`config.mk`:
```
export PLATFORM = sky130hd
export DESIGN_NAME = svf_framer
export DESIGN_NICKNAME = d
export VERILOG_FILES = /design/src/rtl/svf_pkg.sv /design/src/rtl/svf_framer.sv
export SDC_FILE = /design/constraint.sdc
export NUM_CORES = 1
export LEC_CHECK = 0
export ABC_AREA = 1
export BUFFER_PORTS_ARGS = -buffer_cell sky130_fd_sc_hd__clkbuf_2
export CAP_MARGIN = 40
export CORE_UTILIZATION = 45
export CTS_CLUSTER_SIZE = 24
export DETAILED_ROUTE_END_ITERATION = 8
export PLACE_DENSITY = 0.75
export SYNTH_ARGS = -nofsm -noshare
export SYNTH_HDL_FRONTEND = slang
export SYNTH_SLANG_ARGS = --single-unit
```
`constraint.sdc`:
```
create_clock -name i_core_clk -period 17.7 [get_ports i_core_clk]
set_input_delay 3.54 -clock i_core_clk [delete_from_list [all_inputs] [get_ports i_core_clk]]
set_output_delay 3.54 -clock i_core_clk [all_outputs]
set_load 0.005 [all_outputs]
```
`src/rtl/svf_pkg.sv`:
```
package svf_pkg;

  // Word geometry
  localparam int unsigned SER_W     = 20;
  localparam int unsigned CNT_W     = 5;
  localparam int unsigned VID_W     = 16;
  localparam int unsigned HDR_BITS  = 4;
  localparam int unsigned PAR_BITS  = 2;
  localparam int unsigned LINK_W    = 5;

  // Fixed encoding-bit values (marker pattern, high then low)
  localparam logic        ENC_BIT_ZERO_VAL = 1'b1;
  localparam logic        ENC_BIT_ONE_VAL  = 1'b0;

  // Register indexes; byte address is four times the index
  localparam logic [5:0]  IDX_CONFIG    = 6'h00;
  localparam logic [5:0]  IDX_ERR_CTRL  = 6'h01;
  localparam logic [5:0]  IDX_THR_LO    = 6'h08;
  localparam logic [5:0]  IDX_THR_HI    = 6'h09;
  localparam logic [5:0]  IDX_PERR_LO   = 6'h0A;
  localparam logic [5:0]  IDX_PERR_HI   = 6'h0B;
  localparam logic [5:0]  IDX_PRBS_ERR  = 6'h0C;
  localparam logic [5:0]  IDX_LINK_ERR  = 6'h0D;
  localparam logic [5:0]  IDX_IRQ_STAT  = 6'h10;
  localparam logic [5:0]  IDX_IRQ_MASK  = 6'h11;
  localparam int unsigned IDX_LSB       = 2;

  // Reset values
  localparam logic [7:0]  CONFIG_RST    = 8'hB5;
  localparam logic [7:0]  ERR_CTRL_RST  = 8'h00;
  localparam logic [7:0]  THR_LO_RST    = 8'h10;
  localparam logic [7:0]  THR_HI_RST    = 8'h00;

  // Field positions
  localparam int unsigned CFG_PARITY_ENABLE_BIT  = 3;
  localparam int unsigned CFG_PARALLEL_WIDTH_SELECT_LSB = 0;
  localparam int unsigned ERR_AER_BIT    = 5;

  // Interrupt status bits
  localparam int unsigned IRQ_W        = 4;
  localparam int unsigned IRQ_PERR     = 0;
  localparam int unsigned IRQ_THR      = 1;
  localparam int unsigned IRQ_PRBS     = 2;
  localparam int unsigned IRQ_LINK     = 3;

  // AHB-Lite encodings
  localparam logic [1:0]  HTRANS_NONSEQ = 2'b10;
  localparam logic        HRESP_OKAY    = 1'b0;

  typedef struct packed {
    logic [VID_W-1:0] video;
    logic             frame_sync;
    logic             line_sync;
  } svf_pixel_t;

  typedef enum logic [2:0] {
    svf_pw_10 = 3'b000,
    svf_pw_12 = 3'b001,
    svf_pw_14 = 3'b010,
    svf_pw_16 = 3'b011
  } svf_parallel_width_select_t;

  // Video bits per parallel width code: 8,10,12,14 and 16 for 1xx
  function automatic logic [CNT_W-1:0] svf_video_bits(input logic [2:0] code);
    logic [CNT_W-1:0] n;
    n = 5'h10;
    case (code)
      svf_pw_10: n = 5'h08;
      svf_pw_12: n = 5'h0A;
      svf_pw_14: n = 5'h0C;
      svf_pw_16: n = 5'h0E;
      default:   n = 5'h10;
    endcase
    return n;
  endfunction

endpackage
```
`src/rtl/svf_framer.sv`:
```
module svf_framer
  import svf_pkg::*;
(
  // Clock and reset
  input  wire logic              i_core_clk,
  input  wire logic              i_sys_rst,
  // AHB-Lite slave
  input  wire logic              i_hsel,
  input  wire logic [31:0]       i_haddr,
  input  wire logic [1:0]        i_htrans,
  input  wire logic              i_hwrite,
  input  wire logic [2:0]        i_hsize,
  input  wire logic [31:0]       i_hwdata,
  input  wire logic              i_hready,
  output logic [31:0]            o_hrdata,
  output logic                   o_hreadyout,
  output logic                   o_hresp,
  // Parallel video in
  input  wire logic              i_pix_valid,
  input  wire svf_pixel_t        i_pix,
  output logic                   o_pix_ready,
  // Serial out
  output logic                   o_ser_bit,
  output logic                   o_ser_valid,
  output logic                   o_ser_first,
  // Serial in
  input  wire logic              i_rx_bit,
  input  wire logic              i_rx_valid,
  input  wire logic              i_rx_first,
  // Recovered video out
  output svf_pixel_t             o_rx_pix,
  output logic                   o_rx_valid,
  // Error sources and indications
  input  wire logic              i_prbs_err,
  input  wire logic [LINK_W-1:0] i_link_err,
  output logic                   o_perr_over,
  output logic                   o_irq
);

  logic [7:0]        config_ff;
  logic [7:0]        err_ctrl_ff;
  logic [15:0]       thr_ff;
  logic [15:0]       perr_ff;
  logic [7:0]        perr_hi_shadow_ff;
  logic              shadow_valid_ff;
  logic [7:0]        prbs_ff;
  logic [LINK_W-1:0] link_ff;
  logic [IRQ_W-1:0]  irq_stat_ff;
  logic [IRQ_W-1:0]  irq_mask_ff;

  logic              dph_ff;
  logic              dph_write_ff;
  logic [5:0]        dph_idx_ff;
  logic [31:0]       hrdata_ff;
  logic              hreadyout_ff;

  logic [SER_W-1:0]  tx_shift_ff;
  logic [CNT_W-1:0]  tx_left_ff;
  logic              tx_first_ff;
  logic              pix_ready_ff;
  logic              ser_bit_ff;
  logic              ser_valid_ff;
  logic              ser_first_ff;

  logic [SER_W-1:0]  rx_shift_ff;
  logic [CNT_W-1:0]  rx_cnt_ff;
  svf_pixel_t        rx_pix_ff;
  logic              rx_valid_ff;
  logic              perr_over_ff;
  logic              irq_ff;

  // Configuration decode
  logic [CNT_W-1:0]  vid_bits;
  logic              par_on;
  logic [CNT_W-1:0]  ser_len;
  logic              auto_reset;
  logic [SER_W-1:0]  len_mask;
  logic [SER_W-1:0]  core_mask;

  assign vid_bits   = svf_video_bits(config_ff[CFG_PARALLEL_WIDTH_SELECT_LSB +: 3]);
  // Parity bits only below the widest word
  assign par_on     = config_ff[CFG_PARITY_ENABLE_BIT] && (vid_bits != 5'h10);
  // Serial length from width and parity
  assign ser_len    = vid_bits + CNT_W'(HDR_BITS) + (par_on ? CNT_W'(PAR_BITS) : 5'h00);
  assign auto_reset = err_ctrl_ff[ERR_AER_BIT];
  assign core_mask  = par_on ? (len_mask >> PAR_BITS) : len_mask;

  // One mask bit per serial position
  for (genvar gi = 0; gi < SER_W; gi++) begin : g_len_mask
    assign len_mask[gi] = (CNT_W'(gi) < ser_len);
  end

  // Parity bits ahead of the core
  function automatic logic [SER_W-1:0] build_word(input svf_pixel_t p, input logic par,
                                                 input logic [SER_W-1:0] cmask,
                                                 input logic [SER_W-1:0] lmask);
    logic [SER_W-1:0] core;
    logic             pb;
    core = {p.video, p.frame_sync, p.line_sync, ENC_BIT_ONE_VAL, ENC_BIT_ZERO_VAL} & cmask;
    pb   = ^core;
    if (par) begin
      return {core[SER_W-PAR_BITS-1:0], ~pb, pb} & lmask;
    end else begin
      return core & lmask;
    end
  endfunction

  // Transmit path
  logic tx_load;
  assign tx_load = i_pix_valid && pix_ready_ff;

  always_ff @(posedge i_core_clk or posedge i_sys_rst) begin
    if (i_sys_rst) begin
      tx_shift_ff  <= '0;
      tx_left_ff   <= '0;
      tx_first_ff  <= 1'b0;
      pix_ready_ff <= 1'b1;
      ser_bit_ff   <= 1'b0;
      ser_valid_ff <= 1'b0;
      ser_first_ff <= 1'b0;
    end else if (tx_load) begin
      tx_shift_ff  <= build_word(i_pix, par_on, core_mask, len_mask);
      tx_left_ff   <= ser_len;
      tx_first_ff  <= 1'b1;
      pix_ready_ff <= 1'b0;
      ser_valid_ff <= 1'b0;
      ser_first_ff <= 1'b0;
    end else if (tx_left_ff != '0) begin
      ser_bit_ff   <= tx_shift_ff[0];
      ser_valid_ff <= 1'b1;
      ser_first_ff <= tx_first_ff;
      tx_first_ff  <= 1'b0;
      tx_shift_ff  <= tx_shift_ff >> 1;
      tx_left_ff   <= tx_left_ff - 5'h01;
      pix_ready_ff <= (tx_left_ff == 5'h01);
    end else begin
      ser_valid_ff <= 1'b0;
      ser_first_ff <= 1'b0;
    end
  end

  // Receive path
  // A new first bit restarts the count, so a cut word is simply dropped
  logic [SER_W-1:0] rx_word;
  logic [SER_W-1:0] rx_core;
  logic [CNT_W-1:0] rx_pos;
  logic             rx_done;
  logic             rx_par_bad;

  always_comb begin
    rx_pos          = i_rx_first ? '0 : rx_cnt_ff;
    rx_word         = rx_shift_ff;
    rx_word[rx_pos] = i_rx_bit;
    rx_done         = i_rx_valid && ((rx_pos + 5'h01) == ser_len);
    rx_core         = (par_on ? (rx_word >> PAR_BITS) : rx_word) & core_mask;
    // Both parity bits must agree with the core
    rx_par_bad      = par_on && ((rx_word[0] != ^rx_core) || (rx_word[1] == ^rx_core));
  end

  // Bits land at rising positions from the word start
  always_ff @(posedge i_core_clk or posedge i_sys_rst) begin
    if (i_sys_rst) begin
      rx_shift_ff <= '0;
      rx_cnt_ff   <= '0;
      rx_pix_ff   <= '0;
      rx_valid_ff <= 1'b0;
    end else begin
      rx_valid_ff <= rx_done;
      if (i_rx_valid) begin
        rx_shift_ff <= rx_done ? '0 : rx_word;
        rx_cnt_ff   <= rx_done ? '0 : rx_pos + 5'h01;
      end
      if (rx_done) begin
        rx_pix_ff.line_sync  <= rx_core[2];
        rx_pix_ff.frame_sync <= rx_core[3];
        rx_pix_ff.video      <= rx_core[SER_W-1:HDR_BITS];
      end
    end
  end

  // Bus decode
  logic        addr_take;
  logic        wr_now;
  logic        rd_now;
  logic [7:0]  wbyte;
  logic        rd_clr_perr;
  logic        rd_clr_perr_hi;
  logic        rd_clr_prbs;
  logic        rd_clr_link;
  logic        perr_ev;
  logic [15:0] perr_inc;

  assign addr_take      = i_hsel && i_hready && (i_htrans == HTRANS_NONSEQ);
  assign wr_now         = dph_ff && dph_write_ff;
  assign rd_now         = dph_ff && !dph_write_ff;
  assign wbyte          = i_hwdata[7:0];
  // Reads clear counts unless auto reset is set
  assign rd_clr_perr    = rd_now && !auto_reset && (dph_idx_ff == IDX_PERR_LO);
  assign rd_clr_perr_hi = rd_now && (dph_idx_ff == IDX_PERR_HI);
  assign rd_clr_prbs    = rd_now && !auto_reset && (dph_idx_ff == IDX_PRBS_ERR);
  assign rd_clr_link    = rd_now && !auto_reset && (dph_idx_ff == IDX_LINK_ERR);
  assign perr_ev        = rx_done && rx_par_bad;
  assign perr_inc       = (perr_ff == 16'hFFFF) ? perr_ff : perr_ff + 16'h0001;

  // One wait state: address phase, then data phase with registered answer
  always_ff @(posedge i_core_clk or posedge i_sys_rst) begin
    if (i_sys_rst) begin
      dph_ff       <= 1'b0;
      dph_write_ff <= 1'b0;
      dph_idx_ff   <= '0;
      hreadyout_ff <= 1'b1;
    end else begin
      dph_ff       <= addr_take;
      hreadyout_ff <= !addr_take;
      if (addr_take) begin
        dph_write_ff <= i_hwrite;
        dph_idx_ff   <= i_haddr[IDX_LSB +: 6];
      end
    end
  end

  // Read data, unmapped reads answer zero
  always_ff @(posedge i_core_clk or posedge i_sys_rst) begin
    if (i_sys_rst) begin
      hrdata_ff <= '0;
    end else if (rd_now) begin
      case (dph_idx_ff)
        IDX_CONFIG:   hrdata_ff <= {24'h000000, config_ff};
        IDX_ERR_CTRL: hrdata_ff <= {24'h000000, err_ctrl_ff};
        IDX_THR_LO:   hrdata_ff <= {24'h000000, thr_ff[7:0]};
        IDX_THR_HI:   hrdata_ff <= {24'h000000, thr_ff[15:8]};
        IDX_PERR_LO:  hrdata_ff <= {24'h000000, perr_ff[7:0]};
        IDX_PERR_HI:  hrdata_ff <= {24'h000000, shadow_valid_ff ? perr_hi_shadow_ff : perr_ff[15:8]};
        IDX_PRBS_ERR: hrdata_ff <= {24'h000000, prbs_ff};
        IDX_LINK_ERR: hrdata_ff <= {24'h000000, 3'b000, link_ff};
        IDX_IRQ_STAT: hrdata_ff <= {28'h0000000, irq_stat_ff};
        IDX_IRQ_MASK: hrdata_ff <= {28'h0000000, irq_mask_ff};
        default:      hrdata_ff <= '0;
      endcase
    end else begin
      hrdata_ff <= '0;
    end
  end

  // Writable configuration
  always_ff @(posedge i_core_clk or posedge i_sys_rst) begin
    if (i_sys_rst) begin
      config_ff   <= CONFIG_RST;
      err_ctrl_ff <= ERR_CTRL_RST;
      thr_ff      <= {THR_HI_RST, THR_LO_RST};
      irq_mask_ff <= '0;
    end else if (wr_now) begin
      case (dph_idx_ff)
        IDX_CONFIG:   config_ff   <= wbyte;
        IDX_ERR_CTRL: err_ctrl_ff <= wbyte;
        IDX_THR_LO:   thr_ff[7:0]  <= wbyte;
        IDX_THR_HI:   thr_ff[15:8] <= wbyte;
        IDX_IRQ_MASK: irq_mask_ff  <= wbyte[IRQ_W-1:0];
        default:      config_ff    <= config_ff;
      endcase
    end
  end

  // Video parity error counter, a new error beats a clear
  always_ff @(posedge i_core_clk or posedge i_sys_rst) begin
    if (i_sys_rst) begin
      perr_ff           <= '0;
      perr_hi_shadow_ff <= '0;
      shadow_valid_ff   <= 1'b0;
    end else begin
      if (rd_clr_perr) begin
        perr_ff <= perr_ev ? 16'h0001 : 16'h0000;
      end else if (perr_ev) begin
        perr_ff <= perr_inc;
      end
      // High byte held from the clearing low read so the pair stays coherent
      if (rd_clr_perr) begin
        perr_hi_shadow_ff <= perr_ff[15:8];
        shadow_valid_ff   <= 1'b1;
      end else if (rd_clr_perr_hi) begin
        shadow_valid_ff   <= 1'b0;
      end
    end
  end

  always_ff @(posedge i_core_clk or posedge i_sys_rst) begin
    if (i_sys_rst) begin
      prbs_ff <= '0;
    end else if (rd_clr_prbs) begin
      prbs_ff <= i_prbs_err ? 8'h01 : 8'h00;
    end else if (i_prbs_err && (prbs_ff != 8'hFF)) begin
      prbs_ff <= prbs_ff + 8'h01;
    end
  end

  always_ff @(posedge i_core_clk or posedge i_sys_rst) begin
    if (i_sys_rst) begin
      link_ff <= '0;
    end else if (rd_clr_link) begin
      link_ff <= i_link_err;
    end else begin
      link_ff <= link_ff | i_link_err;
    end
  end

  // Interrupt status, write one to clear, set wins
  logic [IRQ_W-1:0] irq_set;
  logic [IRQ_W-1:0] irq_clr;

  always_comb begin
    irq_set           = '0;
    irq_set[IRQ_PERR] = perr_ev;
    // Event when the count reaches the threshold
    irq_set[IRQ_THR]  = perr_ev && !rd_clr_perr && (perr_inc == thr_ff) && (perr_ff != thr_ff);
    irq_set[IRQ_PRBS] = i_prbs_err;
    irq_set[IRQ_LINK] = |(i_link_err & ~link_ff);
    irq_clr           = (wr_now && (dph_idx_ff == IDX_IRQ_STAT)) ? wbyte[IRQ_W-1:0] : '0;
  end

  always_ff @(posedge i_core_clk or posedge i_sys_rst) begin
    if (i_sys_rst) begin
      irq_stat_ff  <= '0;
      irq_ff       <= 1'b0;
      perr_over_ff <= 1'b0;
    end else begin
      irq_stat_ff  <= (irq_stat_ff & ~irq_clr) | irq_set;
      irq_ff       <= |(((irq_stat_ff & ~irq_clr) | irq_set) & irq_mask_ff);
      perr_over_ff <= (perr_ff >= thr_ff);
    end
  end

  assign o_hrdata    = hrdata_ff;
  assign o_hreadyout = hreadyout_ff;
  // Word-only slave with no error cases, so the response stays OKAY
  assign o_hresp     = HRESP_OKAY;
  assign o_pix_ready = pix_ready_ff;
  assign o_ser_bit   = ser_bit_ff;
  assign o_ser_valid = ser_valid_ff;
  assign o_ser_first = ser_first_ff;
  assign o_rx_pix    = rx_pix_ff;
  assign o_rx_valid  = rx_valid_ff;
  assign o_perr_over = perr_over_ff;
  assign o_irq       = irq_ff;

endmodule

```
==> metrics <==
post-synth top area cell=dfrtp_1; drt pass-1 iters=6; minimum clock period=6.49 ns; Maximum Capacitance Violations=0; post_cts resized=0; FF+latch count, synth=between 150 and 200; clock-pin slew on the worst setup and hold paths=around 0.070 ns; hold path cells=2; vias per inst=between 5 and 6; cells along the critical path=clkbuf_2, nor2_1, ha_1, nand3_1, nor2_1, nand2_1, nand2_1, nand3_1, nand3_1, nand2_1, nand2_1, nand2_1, nand2_1, nand2_1, nand3_1, nand2_1, nand2_2, nand2_1, nand2_2, nand4_2, nor2_1, nor2_1; antenna diode count=0; H-Tree Depth=4; CP Class=in2reg; final WL=about 28 mm; Design Power=roughly 1100 uW; Synth area leaders=dfrtp_1, nand2_1, nand3_1; Max stage delay on crit path=roughly 0.37 ns; Final period util=0.367; first-pass GRT wire length=46.2 mm; Post-synth ARST share=1.00; CTS Buf Count=17; CP Buf/Inv Count=1; nets@finish=1,651; Levels on crit path=22; global route overflow=0; Post-synth top flop=dfrtp_1; core footprint=between 20,000 and 25,000 sq um; pins over their slew limit=0; average cell area after synthesis=7.35 sq um; drt initial violations=around 1,000; via count=9,966; cell repeated most along the worst path=nand2_1; synthesized instance count=1,460; CP endpoint kind=register; vias in the first global route=about 9,300; CTS tree=done; die area=between 20,000 and 25,000 sq um; Max VDD drop=0.0641 mV; unrepaired setup endpoints after global routing=false; Arrival @ worst endpoint=between 6 and 7 ns; DRC viols=0; Synth top cells by count=nand2_1, inv_1, dfrtp_1, nand3_1, o21ai_0; synth unique cells=55; Synth top area share=0.380; post-CTS setup buffer count=0; largest net degree at the start of global routing=91; crit-path leading delay family=simple AND/OR/NAND/NOR gates; layout cells sized above 1=0.117; Row Count=56; Setup Skew=between 0.01 and 0.015 ns; max frequency=154 MHz; endpoints failing setup=0; synthesis-to-finish area growth=10.7%; Worst-Skew Late Latency=0.44 ns; Max Root-Sink Buffers=2; routed wire length per instance=15.1 um; PwrDens=92.9 nW/um^2; post-DP HPWL=~20 mm; clock root cell=clkbuf_16; initial antenna violation count=0; WP data required=18.02 ns; Rel. slew slack=0.452; Final TNS setup=0 ns; synth warn=0; Fin. Hold Viols=0; routability cong.=between 0.9 and 1; clk sinks=171; reg2reg path depth=25; sequential area share after synthesis=0.400; Initial Util=0.458; CP max-delay cell=ha_1; min-delay worst type=reg2reg; Filler Cell Count=between 2,000 and 2,500; critical path peak fanout=11; Static Leak=~0.0062 uW; most numerous cell in the Yosys netlist=nand2_1; hold buffers post-CTS=0; run status=completed; I/O pin count=approximately 160; Post-synth EDFFs=0; ANT nets after route=0; port bufs=approximately 80; Startpoint Class=primary input; die height=between 150 and 200 um; worst slew pin tran=0.822 ns; gr usage total=0.240; die width=156 um; Post-Syn Area=~11,000 sq um
-- worst reg2reg max path, stage by stage (launching register included) --
cell and delay (ns):
dfrtp_1 0.57, inv_2 0.08, nor2_4 0.08, buf_4 0.45
ha_1 0.24, inv_1 0.08, ha_1 0.51, inv_1 0.10
nor2_1 0.17, inv_1 0.07, o21ai_2 0.22, nand2_1 0.19
nand3_1 0.20, nand2_1 0.07, nand2_1 0.08, nand2_1 0.07
nand2_1 0.08, nand2_1 0.07, nand3_1 0.08, nand2_1 0.08
nand2_2 0.14, nand2_1 0.08, nand2_2 0.10, nand4_2 0.32
nor2_1 0.21, nor2_1 0.06
-- metrics by stage --
step	hold WS [ns]	utilization	instance area [sq um]	setup WS, ns	instances
floorplan	0.443	-	10800	9.54	1484
global placement	0.453	0.482	11300	10.91	1819
detailed placement	0.471	0.483	11300	10.80	1822
CTS	0.488	0.508	11900	11.26	1854
global route	0.505	0.508	11900	10.86	1854
finish	0.478	0.508	11900	11.21	1854
-- registers in the layout (all words and copies together) (netlist names), 16 cells and up --
register	flops
rx_shift_ff	20
tx_shift_ff	20
o_rx_pix	18
perr_ff	16
thr_ff	16
-- cells by family (layout without fill, tap and decap cells) --
kind of cell,count (synthesis),in the layout,synth area share
DFF,171,171,0.400
muxes,4,4,0.00408
and+or+nand+nor,700,700,0.285
AOI/OAI and AO/OA,272,272,0.150
other,1,25,0.000350
adders and majority gates,27,27,0.0315
xor gates and xnor gates,36,36,0.0294
buffers and inverters,249,300,0.0996
-- layout by cell type (no fill, tap or decap), drive strengths merged, types with 2 or more instances in the layout --
master,n
clkbuf,102
nand4,29
nand3,156
o21ai,149
nor4,3
nor3,15
o22ai,18
a21oi,38
clkinvlp,2
or2,2
xor2,28
a31oi,17
mux2,3
clkinv,5
ha,27
a221oi,11
o211ai,9
dfstp,8
nand2,396
buf,8
o21bai,3
a22oi,7
o221ai,2
dfrtp,163
conb,25
nor2,96
xnor2,8
inv,182
a2111oi,3
a211oi,7
-- layout make-up --
| type | count | area, sq um | area share |
|---|---|---|---|
| Multi-Input combinational cell | 1064 | 5460 | 0.460 |
| Sequential cell | 171 | 4290 | 0.361 |
| Clock inverter | 12 | 113 | 0.00948 |
| Timing Repair Buffer | 90 | 488 | 0.0411 |
| Tap cell | 319 | 399 | 0.0336 |
| Clock buffer | 20 | 457 | 0.0384 |
| Inverter | 178 | 673 | 0.0567 |
-- path summary, 6_finish.rpt --
| path | slack [ns] | startpoint | to |
|---|---|---|---|
| setup / recovery | 11.21 | i_rx_first | perr_ff[0]$_DFFE_PP0P_ |
| hold / removal | 0.48 | tx_shift_ff[0]$_DFFE_PP0P_ | o_ser_bit$_DFFE_PP0P_ |
| setup reg to reg | 13.17 | config_ff[3]$_DFFE_PP0P_ | perr_ff[0]$_DFFE_PP0P_ |
| hold reg to reg | 0.48 | tx_shift_ff[0]$_DFFE_PP0P_ | o_ser_bit$_DFFE_PP0P_ |
| max in group asynchronous | 13.18 | i_sys_rst | config_ff[0]$_DFFE_PP1P_ |
| min in group asynchronous | 3.28 | i_sys_rst | rx_shift_ff[14]$_DFFE_PP0P_ |
-- metal layers --
layer	global-route usage	share of wire	up-vias
li1	-	-	4918
met1	0.318	0.45	4633
met2	0.389	0.46	357
met3	0.0393	0.061	58
met4	0.101	0.032	0
met5	0	0	-
-- where the power goes --
| group | total (uW) | internal (uW) | switching, uW |
|---|---|---|---|
| clock network | 370 | 203 | 167 |
| logic | 290 | 92.9 | 197 |
| registers | 444 | 421 | 23.7 |
| total | 1100 | 716 | 388 |
No activity file was read; power rests on OpenSTA's default activity.
